[src/frt_cfg.svh]
`ifndef FRT_CFG_SVH
`define FRT_CFG_SVH

// Register byte offsets on the AXI4-Lite bus.
`define FRT_OFS_CTRL     8'h00
`define FRT_OFS_COUNT    8'h04
`define FRT_OFS_EDGE     8'h08
`define FRT_OFS_XFER     8'h0c
`define FRT_OFS_STATUS   8'h10
`define FRT_OFS_CLEAR    8'h14
`define FRT_OFS_ENABLE   8'h18
`define FRT_OFS_CAP0     8'h20
`define FRT_OFS_CAP3     8'h2c

// Fields of counter_control_status.
`define FRT_DIV_LSB      0
`define FRT_DIV_MSB      2
`define FRT_EXT_BIT      3
`define FRT_CLR_BIT      4
`define FRT_RUN_BIT      5
`define FRT_OVF_BIT      6
`define FRT_OVIE_BIT     7

// Event bit positions in status, clear, enable and transfer select.
`define FRT_EV_OVF       0
`define FRT_EV_CAP0      1

`define FRT_COUNT_RST    16'h0000
`define FRT_COUNT_MAX    16'hffff
`define FRT_OVF_IRQ_NUM  5'h13
`define FRT_RESP_OKAY    2'b00
`define FRT_RESP_SLVERR  2'b10

`endif

[src/frt_pkg.sv]
package frt_pkg;

  typedef enum logic [1:0] {
    FRT_EDGE_NONE = 2'b00,
    FRT_EDGE_RISE = 2'b01,
    FRT_EDGE_FALL = 2'b10,
    FRT_EDGE_BOTH = 2'b11
  } frt_edge_e;

  typedef struct packed {
    logic [15:0]      count;
    logic [6:0]       pre;
    logic [2:0]       div_sel;
    logic             ext_sel;
    logic             run;
    logic [4:0]       status;
    logic [4:0]       enable;
    logic [4:0]       xfer_sel;
    logic [3:0][1:0]  edge_cfg;
    logic [3:0][15:0] cap;
    logic             ext_q;
    logic [3:0]       cap_q;
    logic             aw_got;
    logic [7:0]       aw_addr;
    logic             w_got;
    logic [31:0]      wdata;
    logic [3:0]       wstrb;
    logic             bvalid;
    logic [1:0]       bresp;
    logic             rvalid;
    logic [31:0]      rdata;
    logic [1:0]       rresp;
  } frt_state_s;

endpackage : frt_pkg

[src/frt_timer.sv]
// Chosen here: the address map and the AXI4-Lite slave port.
`timescale 1ns/1ns
// Summary of operation
// Time base is a 16-bit up-counter stepping once per count clock tick.
// Count clock is one of eight machine clock fractions or the external pin.
// The divide field in the control/status register picks the machine clock ratio.
// Counter overflow may raise an interrupt when overflow interrupt is enabled.
// Overflow and capture events may start the auto transfer service instead.
// Reset and software count clear bit both force the counter to zero.
// Present count is fed continuously to all capture channels.
// A selected edge stores the present count into that channel's capture register.
// Each channel triggers on rising, falling or both edges.
// A detected capture edge can raise an interrupt request.
// Four capture channels, pin plus data register, in two units of two.
// Reading the counter value register returns the present count.
// Software may load the counter, effective only while counting is stopped.
// Control/status holds divide, clear, run, overflow flag and overflow enable.
// Overflow interrupt is request number 19.
// Overflow flag sets on wrap from all ones and stays until cleared.
// Each channel has a sticky capture flag, enabled to interrupt, software cleared.
`include "frt_cfg.svh"

module frt_timer (
  // Clock and reset
  input  wire logic        aclk,
  input  wire logic        aresetn,
  // AXI4-Lite write address and data
  input  wire logic        awvalid,
  output logic             awready,
  input  wire logic [7:0]  awaddr,
  input  wire logic        wvalid,
  output logic             wready,
  input  wire logic [31:0] wdata,
  input  wire logic [3:0]  wstrb,
  // AXI4-Lite write response
  output logic             bvalid,
  input  wire logic        bready,
  output logic [1:0]       bresp,
  // AXI4-Lite read
  input  wire logic        arvalid,
  output logic             arready,
  input  wire logic [7:0]  araddr,
  output logic             rvalid,
  input  wire logic        rready,
  output logic [31:0]      rdata,
  output logic [1:0]       rresp,
  // External pins
  input  wire logic        free_run_ext_clock_pin,
  input  wire logic [3:0]  capture_pin,
  // Time base and events
  output logic [15:0]      timer_count,
  output logic             irq,
  output logic             ovf_irq,
  output logic [4:0]       ovf_irq_num,
  output logic [3:0]       cap_irq,
  output logic [4:0]       auto_transfer_req
);

  frt_pkg::frt_state_s s;
  frt_pkg::frt_state_s n;

  logic        tick;
  logic        aw_take;
  logic        w_take;
  logic        have_aw;
  logic        have_w;
  logic        wr_fire;
  logic [7:0]  wa;
  logic [31:0] wd;
  logic [3:0]  ws;
  logic [31:0] wv;
  logic [3:0]  hit;
  logic [4:0]  sets;
  logic [4:0]  clrs;
  logic        wr_ok;
  logic [4:0]  pend;

  function automatic logic [31:0] frt_merge(input logic [31:0] old,
                                            input logic [31:0] d,
                                            input logic [3:0]  st);
    logic [31:0] r;
    r = old;
    for (int b = 0; b < 4; b++)
    begin
      if (st[b])
      begin
        r[8*b +: 8] = d[8*b +: 8];
      end
    end
    return r;
  endfunction : frt_merge

  function automatic logic frt_edge_hit(input logic [1:0] cfg,
                                        input logic       prev,
                                        input logic       cur);
    return (cfg[0] & cur & ~prev) | (cfg[1] & ~cur & prev);
  endfunction : frt_edge_hit

  function automatic logic [31:0] frt_ctrl_word(input frt_pkg::frt_state_s x);
    logic [31:0] r;
    r = 32'h0000_0000;
    r[`FRT_DIV_MSB:`FRT_DIV_LSB] = x.div_sel;
    r[`FRT_EXT_BIT] = x.ext_sel;
    r[`FRT_RUN_BIT] = x.run;
    r[`FRT_OVF_BIT] = x.status[`FRT_EV_OVF];
    r[`FRT_OVIE_BIT] = x.enable[`FRT_EV_OVF];
    return r;
  endfunction : frt_ctrl_word

  // A write is only taken while no response is waiting, so one write is in flight.
  assign awready = ~s.aw_got & ~s.bvalid;
  assign wready  = ~s.w_got & ~s.bvalid;
  assign arready = ~s.rvalid;
  assign bvalid  = s.bvalid;
  assign bresp   = s.bresp;
  assign rvalid  = s.rvalid;
  assign rdata   = s.rdata;
  assign rresp   = s.rresp;

  assign timer_count = s.count;
  // Events routed to the transfer service do not also interrupt.
  assign pend              = s.status & s.enable;
  assign auto_transfer_req = pend & s.xfer_sel;
  assign ovf_irq           = pend[`FRT_EV_OVF] & ~s.xfer_sel[`FRT_EV_OVF];
  assign ovf_irq_num       = `FRT_OVF_IRQ_NUM;
  assign cap_irq           = pend[4:1] & ~s.xfer_sel[4:1];
  assign irq               = |(pend & ~s.xfer_sel);

  always_comb
  begin
    n       = s;
    sets    = 5'h00;
    clrs    = 5'h00;
    wr_ok   = 1'b1;
    wv      = 32'h0000_0000;
    aw_take = awvalid & awready;
    w_take  = wvalid & wready;
    have_aw = s.aw_got | aw_take;
    have_w  = s.w_got | w_take;
    wa      = s.aw_got ? s.aw_addr : awaddr;
    wd      = s.w_got ? s.wdata : wdata;
    ws      = s.w_got ? s.wstrb : wstrb;
    wr_fire = have_aw & have_w & ~s.bvalid;

    // The external pin is sampled each machine clock, so it must stay at or below half its rate.
    n.ext_q = free_run_ext_clock_pin;
    n.pre   = s.pre + 7'h01;
    if (s.ext_sel)
    begin
      tick = free_run_ext_clock_pin & ~s.ext_q;
    end
    else
    begin
      tick = (s.pre & ((7'h01 << s.div_sel) - 7'h01)) == ((7'h01 << s.div_sel) - 7'h01);
    end

    if (tick && s.run)
    begin
      n.count = s.count + 16'h0001;
      if (s.count == `FRT_COUNT_MAX)
      begin
        sets[`FRT_EV_OVF] = 1'b1;
      end
    end

    n.cap_q = capture_pin;
    for (int c = 0; c < 4; c++)
    begin
      hit[c] = frt_edge_hit(s.edge_cfg[c], s.cap_q[c], capture_pin[c]);
      if (hit[c])
      begin
        n.cap[c] = s.count;
        sets[`FRT_EV_CAP0 + c] = 1'b1;
      end
    end

    if (aw_take)
    begin
      n.aw_got  = 1'b1;
      n.aw_addr = awaddr;
    end
    if (w_take)
    begin
      n.w_got = 1'b1;
      n.wdata = wdata;
      n.wstrb = wstrb;
    end

    if (wr_fire)
    begin
      n.aw_got = 1'b0;
      n.w_got  = 1'b0;
      n.bvalid = 1'b1;
      if (wa == `FRT_OFS_CTRL)
      begin
        wv = frt_merge(frt_ctrl_word(s), wd, ws);
        n.div_sel = wv[`FRT_DIV_MSB:`FRT_DIV_LSB];
        n.ext_sel = wv[`FRT_EXT_BIT];
        n.run     = wv[`FRT_RUN_BIT];
        n.enable[`FRT_EV_OVF] = wv[`FRT_OVIE_BIT];
        clrs[`FRT_EV_OVF] = ~wv[`FRT_OVF_BIT];
        if (wv[`FRT_CLR_BIT])
        begin
          n.count = `FRT_COUNT_RST;
        end
      end
      else if (wa == `FRT_OFS_COUNT)
      begin
        wv = frt_merge({16'h0000, s.count}, wd, ws);
        if (!s.run)
        begin
          n.count = wv[15:0];
        end
      end
      else if (wa == `FRT_OFS_EDGE)
      begin
        wv = frt_merge({24'h000000, s.edge_cfg}, wd, ws);
        n.edge_cfg = wv[7:0];
      end
      else if (wa == `FRT_OFS_XFER)
      begin
        wv = frt_merge({27'h0000000, s.xfer_sel}, wd, ws);
        n.xfer_sel = wv[4:0];
      end
      else if (wa == `FRT_OFS_CLEAR)
      begin
        clrs = wd[4:0] & {5{ws[0]}};
      end
      else if (wa == `FRT_OFS_ENABLE)
      begin
        wv = frt_merge({27'h0000000, s.enable}, wd, ws);
        n.enable = wv[4:0];
      end
      else if (wa == `FRT_OFS_STATUS)
      begin
        wr_ok = 1'b1;
      end
      else
      begin
        wr_ok = 1'b0;
      end
      n.bresp = wr_ok ? `FRT_RESP_OKAY : `FRT_RESP_SLVERR;
    end
    else if (s.bvalid && bready)
    begin
      n.bvalid = 1'b0;
    end

    // A clear never hides an event that lands in the same cycle.
    n.status = (s.status & ~clrs) | sets;

    if (arvalid && arready)
    begin
      n.rvalid = 1'b1;
      n.rresp  = `FRT_RESP_OKAY;
      n.rdata  = 32'h0000_0000;
      if (araddr == `FRT_OFS_CTRL)
      begin
        n.rdata = frt_ctrl_word(s);
      end
      else if (araddr == `FRT_OFS_COUNT)
      begin
        n.rdata = {16'h0000, s.count};
      end
      else if (araddr == `FRT_OFS_EDGE)
      begin
        n.rdata = {24'h000000, s.edge_cfg};
      end
      else if (araddr == `FRT_OFS_XFER)
      begin
        n.rdata = {27'h0000000, s.xfer_sel};
      end
      else if (araddr == `FRT_OFS_STATUS)
      begin
        n.rdata = {27'h0000000, s.status};
      end
      else if (araddr == `FRT_OFS_CLEAR)
      begin
        n.rdata = 32'h0000_0000;
      end
      else if (araddr == `FRT_OFS_ENABLE)
      begin
        n.rdata = {27'h0000000, s.enable};
      end
      else if (araddr >= `FRT_OFS_CAP0 && araddr <= `FRT_OFS_CAP3 && araddr[1:0] == 2'b00)
      begin
        n.rdata = {16'h0000, s.cap[araddr[3:2]]};
      end
      else
      begin
        n.rresp = `FRT_RESP_SLVERR;
      end
    end
    else if (s.rvalid && rready)
    begin
      n.rvalid = 1'b0;
    end
  end

  always_ff @(posedge aclk)
  begin
    if (!aresetn)
    begin
      s <= '0;
    end
    else
    begin
      s <= n;
    end
  end

  AST_COUNT_STEP: assert property (@(posedge aclk) disable iff (!aresetn)
    (tick && s.run && !wr_fire) |=> (s.count == $past(s.count) + 16'h0001))
    else $error("Counter did not step on a count clock tick.");

  AST_DIV_RATIO: assert property (@(posedge aclk) disable iff (!aresetn)
    (!s.ext_sel && s.div_sel == 3'h1 && s.pre[0] == 1'b0) |-> !tick)
    else $error("Divide by two ticked on an even prescaler phase.");

  AST_EXT_TICK: assert property (@(posedge aclk) disable iff (!aresetn)
    (s.ext_sel && !s.ext_q && free_run_ext_clock_pin) |-> tick)
    else $error("External clock rising edge produced no tick.");

  AST_OVF_SET: assert property (@(posedge aclk) disable iff (!aresetn)
    (tick && s.run && s.count == `FRT_COUNT_MAX) |=> s.status[`FRT_EV_OVF])
    else $error("Overflow flag not set on wrap.");

  AST_CLEAR: assert property (@(posedge aclk) disable iff (!aresetn)
    (wr_fire && wa == `FRT_OFS_CTRL && ws[0] && wd[`FRT_CLR_BIT]) |=> s.count == 16'h0000)
    else $error("Software clear left the counter nonzero.");

  AST_LOAD_STOPPED: assert property (@(posedge aclk) disable iff (!aresetn)
    (wr_fire && wa == `FRT_OFS_COUNT && s.run && !tick) |=> $stable(s.count))
    else $error("Counter load took effect while running.");

  AST_CAPTURE: assert property (@(posedge aclk) disable iff (!aresetn)
    hit[0] |=> (s.cap[0] == $past(s.count) && s.status[`FRT_EV_CAP0]))
    else $error("Capture channel 0 did not store the count.");

  AST_RISE_ONLY: assert property (@(posedge aclk) disable iff (!aresetn)
    (s.edge_cfg[0] == 2'b01 && s.cap_q[0] && !capture_pin[0]) |-> !hit[0])
    else $error("Rising-only channel fired on a falling edge.");

  AST_OVF_IRQ: assert property (@(posedge aclk) disable iff (!aresetn)
    (sets[`FRT_EV_OVF] && s.enable[`FRT_EV_OVF] && !s.xfer_sel[`FRT_EV_OVF])
      |=> (ovf_irq && irq) [*2])
    else $error("Overflow interrupt not raised and held.");

  AST_XFER_ROUTE: assert property (@(posedge aclk) disable iff (!aresetn)
    auto_transfer_req[`FRT_EV_CAP0] |-> !cap_irq[0])
    else $error("Transfer-routed capture also raised an interrupt.");

  AST_OVF_STICKY: assert property (@(posedge aclk) disable iff (!aresetn)
    (s.status[`FRT_EV_OVF] && !(wr_fire && (wa == `FRT_OFS_CTRL || wa == `FRT_OFS_CLEAR)))
      |=> s.status[`FRT_EV_OVF])
    else $error("Overflow flag dropped without a software clear.");

  AST_WRAP_ZERO: assert property (@(posedge aclk) disable iff (!aresetn)
    (tick && s.run && !wr_fire && s.count == `FRT_COUNT_MAX)
      |=> (s.count == `FRT_COUNT_RST))
    else $error("Counter did not wrap from all ones to zero.");

  AST_FALL_ONLY: assert property (@(posedge aclk) disable iff (!aresetn)
    (s.edge_cfg[1] == 2'b10 && !s.cap_q[1] && capture_pin[1]) |-> !hit[1])
    else $error("Falling-only channel fired on a rising edge.");

  AST_LOAD_TAKEN: assert property (@(posedge aclk) disable iff (!aresetn)
    (wr_fire && wa == `FRT_OFS_COUNT && !s.run && ws[1:0] == 2'b11)
      |=> (s.count == $past(wd[15:0])))
    else $error("Counter load while stopped did not take effect.");

  AST_READ_COUNT: assert property (@(posedge aclk) disable iff (!aresetn)
    (arvalid && arready && araddr == `FRT_OFS_COUNT)
      |=> (rdata == {16'h0000, $past(s.count)}))
    else $error("Counter read returned a stale value.");

endmodule : frt_timer

[config.mk]
export PLATFORM = sky130hd
export DESIGN_NAME = frt_timer
export DESIGN_NICKNAME = d
export VERILOG_FILES = /design/src/frt_pkg.sv /design/src/frt_timer.sv
export VERILOG_INCLUDE_DIRS = /design/src /design/src/src
export SDC_FILE = /design/constraint.sdc
export NUM_CORES = 1
export LEC_CHECK = 0
export ABC_AREA = 1
export BUFFER_PORTS_ARGS = -buffer_cell sky130_fd_sc_hd__buf_4
export CORE_AREA = 2 2 131 133
export CTS_CLUSTER_SIZE = 8
export DETAILED_ROUTE_END_ITERATION = 6
export DIE_AREA = 0 0 133 135
export GPL_TIMING_DRIVEN = 0
export PLACE_DENSITY = 0.77
export SYNTH_ARGS = -nofsm -noshare
export SYNTH_HDL_FRONTEND = slang
export SYNTH_SLANG_ARGS = --single-unit
export TNS_END_PERCENT = 30
[constraint.sdc]
create_clock -name aclk -period 2.7 [get_ports aclk]
set_input_delay 0.135 -clock aclk [delete_from_list [all_inputs] [get_ports aclk]]
set_output_delay 0.135 -clock aclk [all_outputs]
set_load 0.005 [all_outputs]
Word-level counts from Yosys, hierarchy flattened
Index checks and enable logic that the tools add are counted.
{ "totals": {"regBits": 186, "input_bits": 64, "output_inout_bits": 73, "elab_cells": 211} }
{ "classes": {"addsub": 3, "magnitude_cmp": 3, "n_eq_ne": 22, "n_shift": 1, "n_mux": 70, "bitwise_logic": 62, "n_reduce_logical": 20} }
{ "op_table": {"columns": ["cell", "n"], "rows": [
  ["two-way mux 16 bit", 16],
  ["two-way mux 8 bit", 8],
  ["equality test 8 x 5 -> 1 bit (second input constant)", 6],
  ["two-way mux 5 bit", 7],
  ["binary-select mux 16 bit (select 2 bit)", 1],
  ["equality test 8 x 4 -> 1 bit (second input constant)", 4],
  ["bitwise AND 5 bit", 5],
  ["two-way mux 1 bit", 25],
  ["bitwise AND 1 bit", 24],
  ["NOT 1 bit", 21],
  ["two-way mux 2 bit", 10],
  ["adder 16 x 1 -> 16 bit (second input constant)", 1],
  ["equality test 16 bit (second input constant)", 1],
  ["equality test 8 x 3 -> 1 bit (second input constant)", 2],
  ["logical NOT 8 bit", 2],
  ["AND reduction 8 bit", 2],
  ["two-way mux 14 bit", 1],
  ["inequality test 5 bit (second input constant)", 2],
  ["NOT 5 bit", 2],
  ["greater-or-equal comparator 8 x 6 -> 1 bit (second input constant)", 1],
  ["less-or-equal comparator 8 x 6 -> 1 bit (second input constant)", 1],
  ["inequality test 2 bit (second input constant)", 4],
  ["nonzero test 2 bit", 4],
  ["adder 7 x 1 -> 7 bit (second input constant)", 1],
  ["other kinds (20)", 30]
]} }

Depth between registers and ports, before layout
Gate-level depths: netlist of the first run.
{ "depth": {"ltp_word": 13, "mapped_depth": 14, "ltp_nobuf": 14} }

Least setup slack after synthesis of the first run
Ideal clock, no wire load.
{ "synth_path": {"kind": "reg-to-reg", "start": "register s[83] in the netlist's numbering", "end": "register s[156] in the netlist's numbering", "setup_ns": 0.119, "arrival_ns": 1.459, "required_time_ns": 2.581, "slack_ns": 1.121, "stages_incl_launch_ff": 11, "path_buffers": 2, "period_less_slack_ns": 1.579, "path_cell_list": "dfxtp_1 buf_6 inv_6 nand2_1 nand2_4 nand2_1 nor2_4 nand4_4 buf_6 o21ai_0 a21oi_1"} }
{ "synth_via": {"elab_chain_cells": 7, "elab_cells_between_ends": 13, "classes_between": "2 x eq/ne; 1 x mux; 8 x bitwise; 2 x reduce/logical"} }
{ "synth_lines": {"columns": ["element", "line", "rtl"], "rows": [
  ["start, declared", "frt_timer.sv:59", "frt_pkg::frt_state_s s;"],
  ["start signal, assigned", "frt_timer.sv:308", "s <= n;"],
  ["NOT 1 bit", "frt_timer.sv:111", "assign awready = ~s.aw_got & ~s.bvalid;"],
  ["bitwise AND 1 bit", "frt_timer.sv:111", null],
  ["bitwise AND 1 bit", "frt_timer.sv:136", "aw_take = awvalid & awready;"],
  ["bitwise OR 1 bit", "frt_timer.sv:138", "have_aw = s.aw_got | aw_take;"],
  ["bitwise AND 1 bit (2 in series)", "frt_timer.sv:143", "wr_fire = have_aw & have_w & ~s.bvalid;"],
  ["AND reduction 5 bit (no line) (*)", null, null]
]} }
Mark *: on every way between the ends. The rest lies on a longest branch, timed or not.
A chain may end at the register's enable or synchronous reset.

Worst setup path after layout of the first run
{ "layout_path": {"start": "register s[83] in the netlist's numbering", "end": "register s (netlist bit timer_count[9])"} }
{ "layout_via": {"elab_chain_cells": 7, "elab_cells_between_ends": 13, "classes_between": "2 x eq/ne; 4 x mux; 6 x bitwise; 1 x reduce/logical"} }
{ "layout_lines": {"columns": ["element", "line"], "rows": [
  ["NOT 1 bit", "frt_timer.sv:111"],
  ["bitwise AND 1 bit", "frt_timer.sv:111"],
  ["bitwise AND 1 bit", "frt_timer.sv:136"],
  ["bitwise OR 1 bit", "frt_timer.sv:138"],
  ["bitwise AND 1 bit (2 in series)", "frt_timer.sv:143"],
  ["inequality test 5 bit (no line) / two-way mux 16 bit (equally long branches)", null]
]} }
Several ways; a longest one is shown, not always the timed one.

==> run metrics, run 1 <==
clk root buf clkbuf_16; Slew Limit Fails 0; layer carrying the most global-route usage met2; CP dominant cell by count nand2_1; drt pass-1 iters 5; combinational cell fraction of total power 12.3%; R2R Path End timer_count[9]$_SDFFE_PN0P_; cell with the most instances after synthesis nand2_1; postcts setup bufs 0; CP max FO 8; IO buf count 94; Die Footprint approximately 18000 um^2; Seq cells post-synth 168; share of the synthesized area in the top cell type a little under two fifths; Slew headroom about 39%; DP Area 10000 um^2; minimum hold slack 0.00518 ns; vias per inst between 5 and 6; drt wl/cell between 15 and 20 um; Critical Path End Type flop; boundary pin count approximately 140; H-tree depth 4; max-cap violations 0; Hold Path End s[46]$_SDFFE_PN0P_; Post-Layout Inst Area around 11000 um^2; core area ~16000 um^2; P_int 4.38 mW; Final Hold Viols 0; first-pass GRT wire length approximately 42000 um; fmax about 0.48 GHz; largest net degree at the start of global routing 17; WL final about 27000 um; row cnt between 40 and 50; R2R Path Start s[83]$_SDFFE_PP0P_; syn avg cell area ~7 um^2; clock share of power around 44%; Hold Buf Count CTS 24; vias in the first global route 8271; TritonCTS clock tree done; Tmin final ~2.1 ns; RSZ-0062 raised after global routing no; CP startpoint kind flop; CP Data Required Time ~3 ns; Hold Path Class in -> reg; period utilisation layout between 70% and 80%; Pleak 4.50 nW; Post-synth top flop dfxtp_1; DP Worst Slack ~0.66 ns; Layout area overhead 21.4%; cts repair resizes 0; Initial Utilization between 50% and 60%; Die Height around 140 um; met1 Use GR 37.5%; Net Sw Power 1.50 mW; n_diodes 0; post-route ant nets 0; total vias in the final route between 9000 and 10000; clock sink count between 150 and 200; Power Total a little under 6 mW; layout cells sized above 1 between 15 and 20%; Max IR drop VDD 483 uV; number of enable flip-flop cells after synthesis 0; chain of cells forming the critical path buf_6 > inv_6 > nor2_4 > nand2_2 > a21oi_1 > nand2_2 > nor2_1 > nand2_1 > nand2_1 > nand2_1 > nand3_1 > a21oi_1; DP HPWL approximately 20000 um; outcome finished, final reports clean; Skew-Pair Late Insertion Delay approximately 0.44 ns; setup total negative slack 0 ns; Worst path top cell family by delay simple AND/OR/NAND/NOR gates; Final setup viols 0; drt drc 0; Setup Skew 0.00835 ns; Net Sw Frac roughly 26%; Cell Area, Synth ~9000 um^2; final net count 1511; synthesized instance count ~1300; GPL Wtd Cong 0.944; DR iter-0 viols between 1000 and 1500; overflow left after global routing 0; fraction of power consumed by sequential logic 43.9%; Unique masters post-synth slightly below 50; Longest Clk Path Bufs 2; Ys Warns 0; Seq/Total Area, Yosys a little under two fifths; crit path buf inv count 2; synth top area cells dfxtp_1 38%, a21oi_1 8.8%, o21ai_0 8.7%; Yosys top cell by area dfxtp_1; initial antenna violation count 0; Chip Width between 100 and 150 um; pwr dens 541 nW/um^2; met3 usage in global routing 4.92%; CP peak stage delay around 0.36 ns; commonest cells in the netlist 196 x nand2_1, 174 x inv_1, 168 x dfxtp_1; clock slew at reported path FFs ~0.060 ns; Total GRT Usage between 20 and 30%; R2R Setup Slk approximately 0.6 ns; Hold Startpoint wdata[4]; TritonCTS buffer count 17; Setup Crit Path Kind reg -> reg; arrival time worst endpoint ~2.4 ns; worst hold path cell count 3; cell depth of the worst flop-to-flop path 12; setup slack after layout roughly 0.6 ns; crit path max-delay cell type a21oi_1; slew at the pin with the worst max-slew slack just over 0.9 ns; met2 Use GR around half; asr flop ratio synth 0%
==> flip-flops by register name (all words and copies together), names as in the netlist <==
register     cells
bresp            1
bvalid           1
rdata           16
rresp            1
rvalid           1
s              132
timer_count     16
==> power groups by stage <==
| stage | clock, mW | combinational (mW) | sequential (mW) |
|---|---|---|---|
| floorplan | 0 | 0.458 | 2.63 |
| global placement | 0 | 0.669 | 2.64 |
| detailed placement | 0 | 0.680 | 2.64 |
| CTS | 2.60 | 0.711 | 2.58 |
| global route | 2.69 | 0.788 | 2.59 |
| finish | 2.58 | 0.722 | 2.58 |
==> how the worst max path moves through the flow <==
stage / from / end / slack (ns) / cells past startpoint
after floorplan: s[83]$_SDFFE_PP0P_ / s[156]$_SDFFE_PN0P_ / 1.12 / 10
after global placement: aresetn / s[80]$_SDFFE_PN0P_ / 0.69 / 5
after detailed placement: aresetn / s[81]$_SDFFE_PN0P_ / 0.66 / 5
after CTS: s[83]$_SDFFE_PP0P_ / timer_count[9]$_SDFFE_PN0P_ / 0.68 / 12
after global routing: s[74]$_SDFFE_PP0P_ / s[177]$_SDFFE_PN0P_ / 0.47 / 7
final: s[83]$_SDFFE_PP0P_ / timer_count[9]$_SDFFE_PN0P_ / 0.60 / 12
==> layout make-up <==
class / instances / area [um^2]
fillers: 1468 / 5520
repair buffers: 118 / 946
clock buffers: 20 / 447
plain buffers: 128 / 774
clock inverters: 11 / 174
multi-input cells: 829 / 4210
flip-flops and latches: 168 / 3360
well taps: 220 / 275
inverters: 183 / 699
==> per-layer routing <==
metal	routed length, um	part of all wire [%]
met3	2240	8.4
met4	1290	4.8
met2	12300	46
met1	11000	41
met5	0	0
==> through the flow <==
stage	util (%)	std cells
after global placement	61.1	1622
final	66.4	1677
after detailed placement	61.1	1622
after floorplan	-	1308
after CTS	66.4	1677
after global routing	66.4	1677
==> worst min-delay path, cell delays in order <==
cell and delay (ns):
buf_4 0.08, o21ai_0 0.07, a21oi_1 0.11
==> kinds of logic (layout without fill, tap and decap cells) <==
logic type                 count (synthesis)  after routing  share of synthesized area, %
buffers and inverters                    311            460                          16.4
DFF                                      168            168                          37.5
AOI/OAI and AO/OA                        375            375                          22.2
and+or+nand+nor                          417            417                          22.3
other                                      2             23                        0.0838
adders and majority gates                  2              2                         0.279
xor gates and xnor gates                  12             12                          1.17
==> cells in the final DEF (no fill, tap or decap), drive strengths merged, types with 3 or more instances in the layout <==
cell type / count
a21oi: 160
a31oi: 5
buf: 176
bufinv: 4
clkbuf: 66
clkinv: 8
conb: 23
dfxtp: 168
dlygate4sd3: 24
inv: 182
nand2: 211
nand3: 66
nand4: 16
nor2: 97
nor3: 22
o211ai: 7
o21ai: 170
o22ai: 28
xnor2: 3
xor2: 9
Power figures use the tool's default switching activity.
==> inputs of run 2 (changes only) <==
--- a/config.mk
+++ b/config.mk
@@ -6,12 +6,12 @@
 export SDC_FILE = /design/constraint.sdc
 export NUM_CORES = 1
 export LEC_CHECK = 0
-export ABC_AREA = 1
+export ABC_AREA = 0
 export BUFFER_PORTS_ARGS = -buffer_cell sky130_fd_sc_hd__buf_4
-export CORE_AREA = 2 2 131 133
+export CORE_AREA = 2 2 127 129
 export CTS_CLUSTER_SIZE = 8
 export DETAILED_ROUTE_END_ITERATION = 6
-export DIE_AREA = 0 0 133 135
+export DIE_AREA = 0 0 129 131
 export GPL_TIMING_DRIVEN = 0
 export PLACE_DENSITY = 0.77
 export SYNTH_ARGS = -nofsm -noshare
==> constraint.sdc (replaced) <==
create_clock -name aclk -period 2.12 [get_ports aclk]
set_input_delay 0.106 -clock aclk [delete_from_list [all_inputs] [get_ports aclk]]
set_output_delay 0.106 -clock aclk [all_outputs]
set_load 0.005 [all_outputs]
==> run 2 against run 1 <==
Effect of this change: highest routed layer unchanged; the run now ends with setup timing left; sequential share of layout area down 0.44 points; synthesized cell count decreased by 25%; maximum frequency is 5.5% lower; critical path type unchanged; largest power group is now clock; clock power is 30% higher; total power up 29%; sequential power grew 28%; critical endpoint is now timer_count[15]$_SDFFE_PN0P_; non-clock buffer count up 35; utilization up 4.8 points; global-route usage is 1.9 points higher.
==> run metrics, run 2 <==
Critical Path End Type flop; final net count 1231 (-19%); DR iter-0 viols 877 (-25%); Initial Utilization 53.5% (-1.1 points); share of the synthesized area in the top cell type 40.3% (+2.8 points); Seq/Total Area, Yosys 40.3% (+2.8 points); post-route ant nets 0 (unchanged); Cell Area, Synth 8350 um^2 (-6.9%); CP Data Required Time 2.47 ns (-0.51 ns); Pleak 4.26 nW (-5.4%); layout cells sized above 1 27.9% (+10 points); combinational cell fraction of total power 12.5% (+0.2 points); synth top area cells dfxtp_1 40%, mux2i_1 8.8%, nand2_1 5.6%; n_diodes 0 (unchanged); DP HPWL 18100 um (-9.0%); Chip Width 129 um (-3.0%); CP dominant cell by count nand4_1; Longest Clk Path Bufs 2 (unchanged); Setup Skew 0.00618 ns (-0.00217 ns); clk root buf clkbuf_16; CP peak stage delay 0.44 ns (+0.08 ns); Slew Limit Fails 0 (unchanged); Post-synth top flop dfxtp_1; initial antenna violation count 0 (unchanged); H-tree depth 4 (unchanged); CP startpoint kind flop; setup slack after layout -0.101 ns (-0.702 ns); Layout Utilization 71.1% (+4.8 points); Max IR drop VDD 587 uV (+22%); failing checks setup timing; drt wl/cell 19.4 um (+21%); vias per inst 5.91 (+7.9%); cell with the most instances after synthesis dfxtp_1; DP Worst Slack -0.519 ns (-1.18 ns); IO buf count 93 (-1.1%); vias in the first global route 7674 (-7.2%); minimum hold slack 0.105 ns (+0.0997 ns); Hold Path Class in -> reg; syn avg cell area 8.63 um^2 (+24%); max-cap violations 0 (unchanged); asr flop ratio synth 0% (unchanged); max reg flops 132 (unchanged); synthesized instance count 968 (-25%); Layout fillers 1173 (-20%); pwr dens 687 nW/um^2 (+27%); crit path max-delay cell type nor4_4; Die Footprint 16900 um^2 (-5.9%); period utilisation layout 105% (+27 points); Skew-Pair Late Insertion Delay 0.44 ns (about the same); outcome finished with violations; Final setup viols 13 (+13); Total GRT Usage 31.5% (+1.9 points); RSZ-0062 raised after global routing yes; GPL Wtd Cong 0.938 (-0.57%); overflow left after global routing 0 (unchanged); Cells after DPL 1298 (-20%); fraction of power consumed by sequential logic 43.5% (-0.4 points); CP max FO 9 (+1); Die Height 131 um (-3.0%); post-route insts no fill 1394 (-17%); Ys Warns 0 (unchanged); arrival time worst endpoint 2.57 ns (+0.19 ns); P_int 5.72 mW (+30%); clock slew at reported path FFs 0.06 ns (about the same); commonest cells in the netlist 168 x dfxtp_1, 124 x nand2_1, 109 x nor2_1; Net Sw Frac 24.9% (-0.62 points); R2R Setup Slk -0.10 ns (-0.70 ns); number of enable flip-flop cells after synthesis 0 (unchanged); Setup Crit Path Kind reg -> reg; chain of cells forming the critical path buf_4 > nand4_1 > nor4_4 > and3_4 > nand4_1 > a21o_1 > a211oi_1; slew at the pin with the worst max-slew slack 0.901 ns (-0.00833 ns); first-pass GRT wire length 40400 um (-3.2%); Power Total 7.62 mW (+29%); WL final 27000 um (+0.56%); clock share of power 44.0% (about the same); largest net degree at the start of global routing 17 (unchanged); TritonCTS clock tree done; clock sink count 168 (unchanged); Seq cells post-synth 168 (unchanged); drt drc 0 (unchanged); fmax 0.450 GHz (-5.5%); drt pass-1 iters 6 (+1); most frequent cells in the layout 181 x buf_4, 159 x dfxtp_1, 124 x nand2_1; Yosys top cell by area dfxtp_1; Final Hold Viols 0 (unchanged); core area 15600 um^2 (-4.9%); Reg with most FFs s; Layout area overhead 32.9%; TritonCTS buffer count 17 (unchanged); boundary pin count 137 (unchanged); Net Sw Power 1.90 mW (+26%); row cnt 46 (-2.1%); Tmin final 2.22 ns (+0.122 ns); Unique masters post-synth 69 (+41%); Slew headroom 39.9% (+0.56 points); total vias in the final route 8232 (-10%); commonest non-fill, non-tap cell in the layout buf_4
run 2: final cells by class:
type	count	area, um^2	area share, %
Buffer	118	728	6.56
Clock buffer	23	508	4.58
Clock inverter	9	134	1.21
Inverter	14	52.6	0.474
Multi-Input combinational cell	683	4690	42.3
Sequential cell	168	3380	30.5
Tap cell	216	270	2.44
Timing Repair Buffer	163	1330	12.0
run 2: metal layers:
layer	wire length (um)	global-route usage (%)	part of all wire, %	vias up
met5	0	0	0	-
met4	1870	21.8	6.9	0
met1	10400	38.4	39	3854
met3	2200	6.39	8.2	148
li1	-	-	-	3757
met2	12500	50.5	46	473
run 2: path summary, 6_finish.rpt:
kind,startpoint,to,depth (start not counted)
worst max-delay path,timer_count[3]$_SDFFE_PN0P_,timer_count[15]$_SDFFE_PN0P_,7
worst min-delay path,araddr[5],rresp[1]$_SDFFE_PN0P_,4
worst max register to register,timer_count[3]$_SDFFE_PN0P_,timer_count[15]$_SDFFE_PN0P_,7
worst min register to register,s[140]$_SDFFE_PN0P_,s[140]$_SDFFE_PN0P_,2
run 2: stage by stage:
stage               area, um^2  setup TNS (ns)
global placement          9450          -19.07
detailed placement        9450          -21.51
finish                   11100          -0.528
global route             11100           -2.16
floorplan                 8480               0
CTS                      10700           -1.26
run 2: power groups by stage:
stage | logic [mW] | clock network [mW] | registers (mW)
floorplan | 0.485 | 0 | 3.35
global placement | 0.759 | 0 | 3.37
detailed placement | 0.768 | 0 | 3.37
CTS | 0.879 | 3.36 | 3.30
global route | 1.02 | 3.50 | 3.32
finish | 0.954 | 3.35 | 3.31
run 2: what timing repair did:
| action | CTS | global route |
|---|---|---|
| resized for setup | 57 | 68 |
| gates cloned | 0 | 0 |
| buffers inserted | 16 | 19 |
| hold endpoints to repair | 34 | 0 |
| endpoints found under the setup margin | 72 | 68 |
| hold buffers | 35 | 0 |
| pin swaps | 11 | 25 |
run 2: cell families after synthesis:
logic type                 share of synthesized area, %
DFF                                                40.3
other                                            0.0899
muxes                                              13.8
AOI/OAI and AO/OA                                  16.2
buffers and inverters                              8.95
xor gates and xnor gates                          0.734
adders and majority gates                         0.300
and+or+nand+nor                                    19.6
run 2: critical path, delay by kind of cell (launching register included):
kind,cells,cell delay [ns]
simple gates,4,1.09
compound gates,2,0.48
flops,1,0.37
buf+inv,1,0.20
